$ cat src/core/ssp_pkg.sv
package ssp_pkg;

    // Character framing.
    localparam int unsigned CHAR_BITS = 8;
    localparam int unsigned FIFO_DEPTH = 4;
    localparam int unsigned EDGES_PER_CHAR = 2 * CHAR_BITS;
    localparam logic [3:0] LAST_EDGE = 4'hF;

    // Controller mode field.
    localparam int unsigned MODE_W = 2;
    localparam logic [1:0] MODE_OFF = 2'h0;
    localparam logic [1:0] MODE_SPI = 2'h2;

    // Fill bytes.
    localparam logic [7:0] BUSY_TOKEN = 8'hFF;
    localparam logic [7:0] SPURIOUS_BYTE = 8'hFE;

    // Rate generator: half bit = (linear + 1) << exponent reference periods.
    localparam int unsigned REF_CLK_MHZ = 24;
    localparam int unsigned SYS_CLK_MHZ = 125;
    localparam int unsigned RATE_FIELD_W = 4;
    localparam int unsigned RATE_FIELD_MAX = 15;
    localparam int unsigned DIV_W = 20;

    // Values after reset.
    localparam logic [7:0] RST_BYTE = 8'h00;
    localparam logic [DIV_W-1:0] RST_DIV = 20'h0_0000;
    localparam logic [3:0] RST_EDGE = 4'h0;

    typedef enum logic [1:0] {
        SSP_IDLE = 2'b00,
        SSP_SHIFT = 2'b01,
        SSP_DONE = 2'b10
    } ssp_state_t;

endpackage

$ cat src/core/ssp_spi_master.sv
`timescale 1ns/10ps
// Function
// SPI runs only while the mode field equals 2.
// Only SPI is served here; any other mode leaves the engine stopped.
// Every character is exactly eight bits.
// The engine shifts only when the master bit is set.
// Bit rate is 24 MHz / (2 * (linear + 1) * 2^exponent).
// Exponent and linear fields each take 0 to 15.
// Polarity and phase select the frame; order bit picks MSB or LSB first.
// Transmit bits leave on MOSI; receive bits are sampled from MISO.
// Slave selects come from software-driven GPIO outside this block.
// Transmit and receive each buffer four bytes.
// Idle flag clears when a byte is queued, sets when all bytes are out.
// Space flag clears on full transmit FIFO, sets when a slot frees.
// Received bytes enter the receive FIFO; valid flag shows unread data.
// Byte arriving at full receive FIFO is lost; overrun flag and interrupt raise.
// DMA overrun error shows only after the receive FIFO has drained.
// DMA error clears only by DMA reset bit or buffer reload.
// A byte is received only while one is transmitted.
// Automatic send on empty FIFO repeats last byte or sends 0xFF.
// Software changes automatic send only when idle and FIFO empty.
// Each automatic character start raises the transmit underrun flag.
// Disabling automatic send stops reception; received bytes stay.
// Polarity 1 to 0 without mode reset sends one extra 0xFE first.
// Software routes pins for three-wire master use only.
module ssp_spi_master (
    input wire logic clk_sys_i,
    input wire logic rst_n_i,
    input wire logic ref_clk_i,
    input wire logic [1:0] serial_mode_select_i,
    input wire logic master_select_bit_i,
    input wire logic bit_order_select_i,
    input wire logic clock_phase_select_i,
    input wire logic clock_polarity_select_i,
    input wire logic repeat_select_bit_i,
    input wire logic auto_tx_enable_i,
    input wire logic [3:0] rate_exponent_reg_i,
    input wire logic [3:0] rate_linear_reg_i,
    input wire logic tx_write_i,
    input wire logic [7:0] tx_data_i,
    input wire logic rx_read_i,
    input wire logic rx_overrun_clear_i,
    input wire logic dma_reset_bits_i,
    input wire logic dma_buffer_reload_i,
    input wire logic miso_i,
    output logic mosi_o,
    output logic serial_clock_pin_o,
    output logic [7:0] rx_data_o,
    output logic tx_idle_flag_o,
    output logic tx_space_flag_o,
    output logic rx_valid_flag_o,
    output logic rx_overrun_flag_o,
    output logic rx_overrun_irq_o,
    output logic tx_underrun_irq_o,
    output logic dma_rx_error_o
);
    localparam int unsigned CNT_W = $clog2(ssp_pkg::FIFO_DEPTH + 1);

    ssp_pkg::ssp_state_t state;
    logic ref_q1, ref_q2, ref_q3;
    logic miso_q1, miso_q2;
    logic ref_tick;
    logic spi_on;
    logic [ssp_pkg::DIV_W-1:0] div_cnt;
    logic [ssp_pkg::DIV_W-1:0] half_period;
    logic half_done;
    logic [3:0] edge_cnt;
    logic [7:0] tx_byte;
    logic [7:0] rx_byte;
    logic [7:0] last_tx;
    logic pol_prev;
    logic spurious_pending;
    logic ovf_pending;
    logic tx_pop, tx_pop_valid;
    logic [7:0] tx_head;
    logic rx_push, rx_push_ready, rx_pop_valid;
    logic [7:0] rx_head;
    logic [CNT_W-1:0] tx_count, rx_count;
    logic start_fifo, start_auto, start_spur;
    logic lose_byte;

    // Bit position for a given bit step, honouring the shift order.
    function automatic logic [2:0] bit_index(input logic [2:0] step, input logic lsb_first);
        return lsb_first ? step : 3'(7 - step);
    endfunction

    initial begin
        if (ssp_pkg::CHAR_BITS != 8 || ssp_pkg::RATE_FIELD_MAX != 15) begin
            $error("ssp_spi_master serves only 8-bit characters and 4-bit rate fields");
        end
    end

    // Reference clock and MISO cross in through two flops before any use.
    always_ff @(posedge clk_sys_i or negedge rst_n_i) begin
        if (!rst_n_i) begin
            ref_q1 <= 1'b0;
            ref_q2 <= 1'b0;
            ref_q3 <= 1'b0;
            miso_q1 <= 1'b0;
            miso_q2 <= 1'b0;
        end else begin
            ref_q1 <= ref_clk_i;
            ref_q2 <= ref_q1;
            ref_q3 <= ref_q2;
            miso_q1 <= miso_i;
            miso_q2 <= miso_q1;
        end
    end

    assign ref_tick = ref_q2 && !ref_q3;
    assign spi_on = (serial_mode_select_i == ssp_pkg::MODE_SPI) && master_select_bit_i;
    assign half_period = ssp_pkg::DIV_W'({16'h0000, rate_linear_reg_i} + 20'h0_0001) << rate_exponent_reg_i;
    assign half_done = ref_tick && (div_cnt == half_period - 20'h0_0001);

    // A transfer needs a byte to send; reception never starts on its own.
    assign start_spur = (state == ssp_pkg::SSP_IDLE) && spi_on && spurious_pending && tx_pop_valid;
    assign start_fifo = (state == ssp_pkg::SSP_IDLE) && spi_on && !spurious_pending && tx_pop_valid;
    assign start_auto = (state == ssp_pkg::SSP_IDLE) && spi_on && !tx_pop_valid && auto_tx_enable_i;
    assign tx_pop = start_fifo;
    assign rx_push = (state == ssp_pkg::SSP_DONE);
    assign lose_byte = rx_push && !rx_push_ready;

    ssp_fifo #(
        .WIDTH(ssp_pkg::CHAR_BITS),
        .DEPTH(ssp_pkg::FIFO_DEPTH)
    ) u_tx_fifo (
        .clk_sys_i(clk_sys_i),
        .rst_n_i(rst_n_i),
        .push_valid_i(tx_write_i),
        .push_ready_o(),
        .push_data_i(tx_data_i),
        .pop_valid_o(tx_pop_valid),
        .pop_ready_i(tx_pop),
        .pop_data_o(tx_head),
        .count_o(tx_count)
    );

    ssp_fifo #(
        .WIDTH(ssp_pkg::CHAR_BITS),
        .DEPTH(ssp_pkg::FIFO_DEPTH)
    ) u_rx_fifo (
        .clk_sys_i(clk_sys_i),
        .rst_n_i(rst_n_i),
        .push_valid_i(rx_push),
        .push_ready_o(rx_push_ready),
        .push_data_i(rx_byte),
        .pop_valid_o(rx_pop_valid),
        .pop_ready_i(rx_read_i),
        .pop_data_o(rx_head),
        .count_o(rx_count)
    );

    // Serial engine: sixteen clock edges make one eight-bit character.
    always_ff @(posedge clk_sys_i or negedge rst_n_i) begin
        if (!rst_n_i) begin
            state <= ssp_pkg::SSP_IDLE;
            div_cnt <= ssp_pkg::RST_DIV;
            edge_cnt <= ssp_pkg::RST_EDGE;
            tx_byte <= ssp_pkg::RST_BYTE;
            rx_byte <= ssp_pkg::RST_BYTE;
            last_tx <= ssp_pkg::RST_BYTE;
            mosi_o <= 1'b0;
            serial_clock_pin_o <= 1'b0;
        end else begin
            unique case (state)
                ssp_pkg::SSP_IDLE: begin
                    serial_clock_pin_o <= clock_polarity_select_i;
                    div_cnt <= ssp_pkg::RST_DIV;
                    edge_cnt <= ssp_pkg::RST_EDGE;
                    if (start_spur || start_fifo || start_auto) begin
                        logic [7:0] b;
                        b = start_spur ? ssp_pkg::SPURIOUS_BYTE : start_fifo ? tx_head :
                            repeat_select_bit_i ? last_tx : ssp_pkg::BUSY_TOKEN;
                        tx_byte <= b;
                        if (!start_spur) begin
                            last_tx <= b;
                        end
                        // With phase 0 the first bit must stand before the first edge.
                        mosi_o <= b[bit_index(3'h0, bit_order_select_i)];
                        state <= ssp_pkg::SSP_SHIFT;
                    end
                end
                ssp_pkg::SSP_SHIFT: begin
                    if (!spi_on) begin
                        state <= ssp_pkg::SSP_IDLE;
                    end else if (half_done) begin
                        div_cnt <= ssp_pkg::RST_DIV;
                        serial_clock_pin_o <= !serial_clock_pin_o;
                        edge_cnt <= edge_cnt + 4'h1;
                        if (edge_cnt[0] == clock_phase_select_i) begin
                            rx_byte[bit_index(edge_cnt[3:1], bit_order_select_i)] <= miso_q2;
                        end else if (clock_phase_select_i) begin
                            mosi_o <= tx_byte[bit_index(edge_cnt[3:1], bit_order_select_i)];
                        end else if (edge_cnt != ssp_pkg::LAST_EDGE) begin
                            mosi_o <= tx_byte[bit_index(3'(edge_cnt[3:1] + 3'h1), bit_order_select_i)];
                        end
                        if (edge_cnt == ssp_pkg::LAST_EDGE) begin
                            state <= ssp_pkg::SSP_DONE;
                        end
                    end else if (ref_tick) begin
                        div_cnt <= div_cnt + 20'h0_0001;
                    end
                end
                ssp_pkg::SSP_DONE: begin
                    state <= ssp_pkg::SSP_IDLE;
                end
                default: begin
                    state <= ssp_pkg::SSP_IDLE;
                end
            endcase
        end
    end

    // A polarity fall while in SPI mode arms one stray byte until it is sent or the mode is cleared.
    always_ff @(posedge clk_sys_i or negedge rst_n_i) begin
        if (!rst_n_i) begin
            pol_prev <= 1'b0;
            spurious_pending <= 1'b0;
        end else begin
            pol_prev <= clock_polarity_select_i;
            if (pol_prev && !clock_polarity_select_i && serial_mode_select_i == ssp_pkg::MODE_SPI) begin
                spurious_pending <= 1'b1;
            end else if (serial_mode_select_i == ssp_pkg::MODE_OFF || start_spur) begin
                spurious_pending <= 1'b0;
            end
        end
    end

    // Status flags, all registered so every output leaves a flop.
    always_ff @(posedge clk_sys_i or negedge rst_n_i) begin
        if (!rst_n_i) begin
            tx_idle_flag_o <= 1'b1;
            tx_space_flag_o <= 1'b1;
            rx_valid_flag_o <= 1'b0;
            rx_data_o <= ssp_pkg::RST_BYTE;
            rx_overrun_irq_o <= 1'b0;
            tx_underrun_irq_o <= 1'b0;
        end else begin
            tx_idle_flag_o <= (tx_count == '0) && (state == ssp_pkg::SSP_IDLE);
            tx_space_flag_o <= (tx_count != CNT_W'(ssp_pkg::FIFO_DEPTH));
            rx_valid_flag_o <= rx_pop_valid;
            rx_data_o <= rx_head;
            rx_overrun_irq_o <= lose_byte;
            tx_underrun_irq_o <= start_auto;
        end
    end

    // Overrun and DMA error; a set in the same cycle as a clear wins.
    always_ff @(posedge clk_sys_i or negedge rst_n_i) begin
        if (!rst_n_i) begin
            rx_overrun_flag_o <= 1'b0;
            ovf_pending <= 1'b0;
            dma_rx_error_o <= 1'b0;
        end else begin
            if (lose_byte) begin
                rx_overrun_flag_o <= 1'b1;
            end else if (rx_overrun_clear_i) begin
                rx_overrun_flag_o <= 1'b0;
            end
            if (lose_byte) begin
                ovf_pending <= 1'b1;
            end else if (rx_count == '0) begin
                ovf_pending <= 1'b0;
            end
            if (ovf_pending && !lose_byte && rx_count == '0) begin
                dma_rx_error_o <= 1'b1;
            end else if (dma_reset_bits_i || dma_buffer_reload_i) begin
                dma_rx_error_o <= 1'b0;
            end
        end
    end

    a_space_full: assert property (@(posedge clk_sys_i) disable iff (!rst_n_i)
        tx_count == CNT_W'(ssp_pkg::FIFO_DEPTH) |=> !tx_space_flag_o)
        else $error("space flag set while transmit FIFO full");

    a_idle_clears: assert property (@(posedge clk_sys_i) disable iff (!rst_n_i)
        tx_count != '0 |=> !tx_idle_flag_o)
        else $error("idle flag set with bytes queued");

    a_rx_valid: assert property (@(posedge clk_sys_i) disable iff (!rst_n_i)
        rx_count != '0 |=> rx_valid_flag_o)
        else $error("valid flag low with unread bytes");

    a_overrun_raise: assert property (@(posedge clk_sys_i) disable iff (!rst_n_i)
        (rx_push && rx_count == CNT_W'(ssp_pkg::FIFO_DEPTH)) |=> rx_overrun_flag_o && rx_overrun_irq_o
            && rx_count == CNT_W'(ssp_pkg::FIFO_DEPTH))
        else $error("overrun not flagged or byte stored");

    a_dma_err_late: assert property (@(posedge clk_sys_i) disable iff (!rst_n_i)
        $rose(dma_rx_error_o) |-> $past(rx_count) == '0)
        else $error("DMA error before receive FIFO drained");

    a_dma_err_hold: assert property (@(posedge clk_sys_i) disable iff (!rst_n_i)
        (dma_rx_error_o && !dma_reset_bits_i && !dma_buffer_reload_i) |=> dma_rx_error_o)
        else $error("DMA error cleared without reset or reload");

    a_start_gated: assert property (@(posedge clk_sys_i) disable iff (!rst_n_i)
        (state == ssp_pkg::SSP_IDLE ##1 state == ssp_pkg::SSP_SHIFT) |-> $past(spi_on))
        else $error("transfer started outside SPI master mode");

    a_underrun_auto: assert property (@(posedge clk_sys_i) disable iff (!rst_n_i)
        tx_underrun_irq_o |-> $past(tx_count) == '0 && $past(auto_tx_enable_i))
        else $error("underrun raised with data queued");

    a_edge_on_tick: assert property (@(posedge clk_sys_i) disable iff (!rst_n_i)
        (state == ssp_pkg::SSP_SHIFT && $past(state) == ssp_pkg::SSP_SHIFT && $changed(serial_clock_pin_o))
            |-> $past(ref_tick))
        else $error("serial clock edge without reference tick");

    a_rx_with_tx: assert property (@(posedge clk_sys_i) disable iff (!rst_n_i)
        rx_push |-> $past(state) == ssp_pkg::SSP_SHIFT && $past(edge_cnt) == ssp_pkg::LAST_EDGE)
        else $error("byte received without a full transmission");

    c_overrun: cover property (@(posedge clk_sys_i) disable iff (!rst_n_i) rx_overrun_irq_o);
    c_underrun: cover property (@(posedge clk_sys_i) disable iff (!rst_n_i) tx_underrun_irq_o);
    c_dma_error: cover property (@(posedge clk_sys_i) disable iff (!rst_n_i) $rose(dma_rx_error_o));
    c_spurious: cover property (@(posedge clk_sys_i) disable iff (!rst_n_i) start_spur);
endmodule

$ cat src/core/ssp_fifo.sv
`timescale 1ns/10ps
module ssp_fifo #(
    parameter int unsigned WIDTH = 8,
    parameter int unsigned DEPTH = 4
) (
    input wire logic clk_sys_i,
    input wire logic rst_n_i,
    input wire logic push_valid_i,
    output logic push_ready_o,
    input wire logic [WIDTH-1:0] push_data_i,
    output logic pop_valid_o,
    input wire logic pop_ready_i,
    output logic [WIDTH-1:0] pop_data_o,
    output logic [$clog2(DEPTH+1)-1:0] count_o
);
    localparam int unsigned PTR_W = (DEPTH > 1) ? $clog2(DEPTH) : 1;

    initial begin
        if (DEPTH < 2 || (DEPTH & (DEPTH - 1)) != 0 || WIDTH < 1) begin
            $error("ssp_fifo needs a power-of-two depth of at least 2");
        end
    end

    logic [WIDTH-1:0] mem [DEPTH];
    logic [PTR_W-1:0] wr_ptr;
    logic [PTR_W-1:0] rd_ptr;
    logic [$clog2(DEPTH+1)-1:0] count;
    logic do_push;
    logic do_pop;

    assign push_ready_o = (count != DEPTH[$clog2(DEPTH+1)-1:0]);
    assign pop_valid_o = (count != '0);
    assign pop_data_o = mem[rd_ptr];
    assign count_o = count;
    assign do_push = push_valid_i && push_ready_o;
    assign do_pop = pop_ready_i && pop_valid_o;

    always_ff @(posedge clk_sys_i) begin
        if (do_push) begin
            mem[wr_ptr] <= push_data_i;
        end
    end

    always_ff @(posedge clk_sys_i or negedge rst_n_i) begin
        if (!rst_n_i) begin
            wr_ptr <= '0;
            rd_ptr <= '0;
            count <= '0;
        end else begin
            if (do_push) begin
                wr_ptr <= wr_ptr + 1'b1;
            end
            if (do_pop) begin
                rd_ptr <= rd_ptr + 1'b1;
            end
            if (do_push && !do_pop) begin
                count <= count + 1'b1;
            end else if (do_pop && !do_push) begin
                count <= count - 1'b1;
            end
        end
    end
endmodule

$ cat config.mk
export PLATFORM = sky130hd
export DESIGN_NAME = ssp_spi_master
export DESIGN_NICKNAME = d
export VERILOG_FILES = /design/src/core/ssp_pkg.sv /design/src/core/ssp_spi_master.sv /design/src/core/ssp_fifo.sv
export SDC_FILE = /design/constraint.sdc
export NUM_CORES = 1
export LEC_CHECK = 0
export BUFFER_PORTS_ARGS = -buffer_cell sky130_fd_sc_hd__buf_2
export CAP_MARGIN = 10
export CORE_MARGIN = 10
export CORE_UTILIZATION = 60
export CTS_BUF_LIST = sky130_fd_sc_hd__clkbuf_2
export DETAILED_ROUTE_END_ITERATION = 8
export GPL_ROUTABILITY_DRIVEN = 0
export HOLD_SLACK_MARGIN = 0.08
export PLACE_DENSITY = 0.87
export SLEW_MARGIN = 10
export SYNTH_ARGS = -nofsm -noshare
export SYNTH_HDL_FRONTEND = slang
export SYNTH_HIERARCHICAL = 1
export SYNTH_SLANG_ARGS = --single-unit
$ cat constraint.sdc
create_clock -name clk_sys_i -period 3.25 [get_ports clk_sys_i]
set_input_delay 0.1625 -clock clk_sys_i [delete_from_list [all_inputs] [get_ports clk_sys_i]]
set_output_delay 0.1625 -clock clk_sys_i [all_outputs]
set_load 0.005 [all_outputs]
==> impl_metrics.env <==
export IMPL_io_buffers=49
export IMPL_grt_max_degree=40
export IMPL_slowest_stage="a311oi_1"
export IMPL_setup_viol=0
export IMPL_required_ns=3.86
export IMPL_endpoint_kind="register"
export IMPL_final_util_pct=73.7
export IMPL_die_h_um=140
export IMPL_rows=43
export IMPL_timing_final_crit_share_pct=93.0
export IMPL_cp_depth=16
export IMPL_hpwl_mm=15.1
export IMPL_ctsHtreeMaxLevel=4
export IMPL_dp_cells=1076
export IMPL_cts_sinks=153
export IMPL_clkSlewWorstSetupHoldPaths_ns=0.24
export IMPL_crit_path_max_incr_delay_ns=0.45
export IMPL_r2r_slack_ns=0.36
export IMPL_worst_pin_slew_ns=0.652
export IMPL_holdWs_ns=0.140
export IMPL_syn_nets=829
export IMPL_synth_cell_area_sq_um=8590
export IMPL_wirelength_mm=21.1
export IMPL_post_cts_buffers=0
export IMPL_detailroute_via_count=6986
export IMPL_drc=0
export IMPL_pwr_density_cell_nw_per_um2=468
export IMPL_reg2reg_depth=11
export IMPL_rsz0062_at_grt="false"
export IMPL_clk_latency_ns=0.73
export IMPL_antenna_violating_nets_post_route=0
export IMPL_drive_gt1_share_pct=27.4
export IMPL_status="finished clean"
export IMPL_worstPathCellList="buf_2, ha_4, mux2_2, o21a_1, a311oi_1, a311o_1, o211ai_1, buf_4, o32a_1, a311oi_1, nand2_1, and4_1, and3_2, buf_4, a21oi_2, a31oi_1"
export IMPL_cp_data_arrival_time_ns=3.63
export IMPL_slew_headroom_pct=56.5
export IMPL_synth_avg_cell_area_sq_um=11.0
export IMPL_finalMaxSlewViolations=0
export IMPL_wl_met3_mm=1.61
export IMPL_layout_commonest_cell="buf_4"
export IMPL_startpoint_type="input pin"
export IMPL_cts_max_path_buffers=2
export IMPL_crit_family="compound AO/OA/AOI/OAI gates"
export IMPL_instances_no_fill=1137
export IMPL_grt_overflow_total=0
export IMPL_area_delta_synth_final_pct=19.6
export IMPL_max_cap_violations=0
export IMPL_wl_met2_mm=10.5
export IMPL_fillers=917
export IMPL_synthCells=779
export IMPL_register_area_sq_um=4150
export IMPL_m1WireLength_mm=8.58
export IMPL_multiInputGateArea_sq_um=4210
export IMPL_max_freq_ghz=0.331
export IMPL_total_power_mw=4.80
export IMPL_drt_iter0_markers=589
export IMPL_worst_path_buf_inv=3
export IMPL_hp_class="in2reg"
export IMPL_yosysWarnings=6
export IMPL_critPathKind="in2reg"
export IMPL_fin_nets=995
export IMPL_die_w_um=140
export IMPL_numCtsBuffers=17
export IMPL_cts_root_buffer="clkbuf_2"
export IMPL_initial_core_util_pct=61.6
export IMPL_ir_drop_mv=0.640
export IMPL_hold_violations=0
export IMPL_grt_antenna_before_repair=0
export IMPL_detail_route_vias_per_cell=6.14
export IMPL_final_cell_mix="buf_4, dfrtp_1, edfxtp_1"
export IMPL_holdPathStages=2
export IMPL_top_layer_used="met4"
export IMPL_track_usage_pct=21.5
export IMPL_fin_skew_ns=0.0308
export IMPL_min_period_ns=3.02
export IMPL_grt_pass1_wl_mm=34.9
export IMPL_p_leak_nw=4.23
export IMPL_die_area_sq_um=19500
export IMPL_antenna_cells=0
export IMPL_cts_tree="built"
export IMPL_grt_pass1_vias=7009
export IMPL_wire_per_inst_um=18.6
export IMPL_drtPass1Iterations=6
export IMPL_pin_count=50
export IMPL_core_sq_um=13900
export IMPL_cp_max_fo=14
-- metal layers --
layer | up-vias | GRT usage (%)
met1 | 3375 | 26.4
li1 | 3250 | -
met4 | 0 | 7.07
met3 | 58 | 5.14
met2 | 303 | 36.5
met5 | - | 0
-- registers in the layout, summed over array words and instances, names as in the netlist, 2 cells and up --
| signal | cells |
|---|---|
| u_rx_fifo/mem | 32 |
| u_tx_fifo/mem | 32 |
| div_cnt | 20 |
| last_tx | 8 |
| rx_byte | 8 |
| rx_data_o | 8 |
| tx_byte | 8 |
| edge_cnt | 4 |
| u_rx_fifo/count_o | 3 |
| u_tx_fifo/count_o | 3 |
| state | 2 |
| u_rx_fifo/rd_ptr | 2 |
| u_rx_fifo/wr_ptr | 2 |
| u_tx_fifo/rd_ptr | 2 |
| u_tx_fifo/wr_ptr | 2 |
-- cell type report --
cell class | instances | area share, %
Tap cell | 180 | 2.19
Clock inverter | 14 | 1.38
Inverter | 29 | 1.06
Sequential cell | 153 | 40.4
Timing Repair Buffer | 183 | 13.2
Clock buffer | 17 | 0.829
Multi-Input combinational cell | 561 | 41.0
-- final timing paths --
path	from	end
setup / recovery	rate_linear_reg_i[0]	rx_byte[6]
hold / removal	clock_polarity_select_i	pol_prev
setup reg to reg	div_cnt[9]	edge_cnt[3]
hold reg to reg	miso_q1	miso_q2
max in group asynchronous	rst_n_i	div_cnt[15]
min in group asynchronous	rst_n_i	u_rx_fifo/wr_ptr[1]
-- repair_timing --
item / CTS / global route
resized for setup: 0 / 3
setup endpoints to repair: 0 / 5
hold buffers: 30 / 0
hold endpoints to repair: 159 / 0
-- per-stage QoR --
| step | worst slack, ns | cell area, sq um | TNS, ns |
|---|---|---|---|
| after floorplan | -0.303 | 8660 | -2.05 |
| after global placement | -0.387 | 9720 | -10.68 |
| after detailed placement | -0.572 | 9720 | -15.36 |
| after CTS | 0.217 | 10300 | 0 |
| after global routing | 0.0399 | 10300 | 0 |
| final | 0.228 | 10300 | 0 |
-- power breakdown --
part	internal, mW	total (mW)	switching (mW)	leakage [nW]
clock	0.297	1.05	0.751	0.134
combinational	0.638	1.25	0.614	2.36
sequential	2.27	2.50	0.237	1.74
Power figures use the tool's default switching activity.
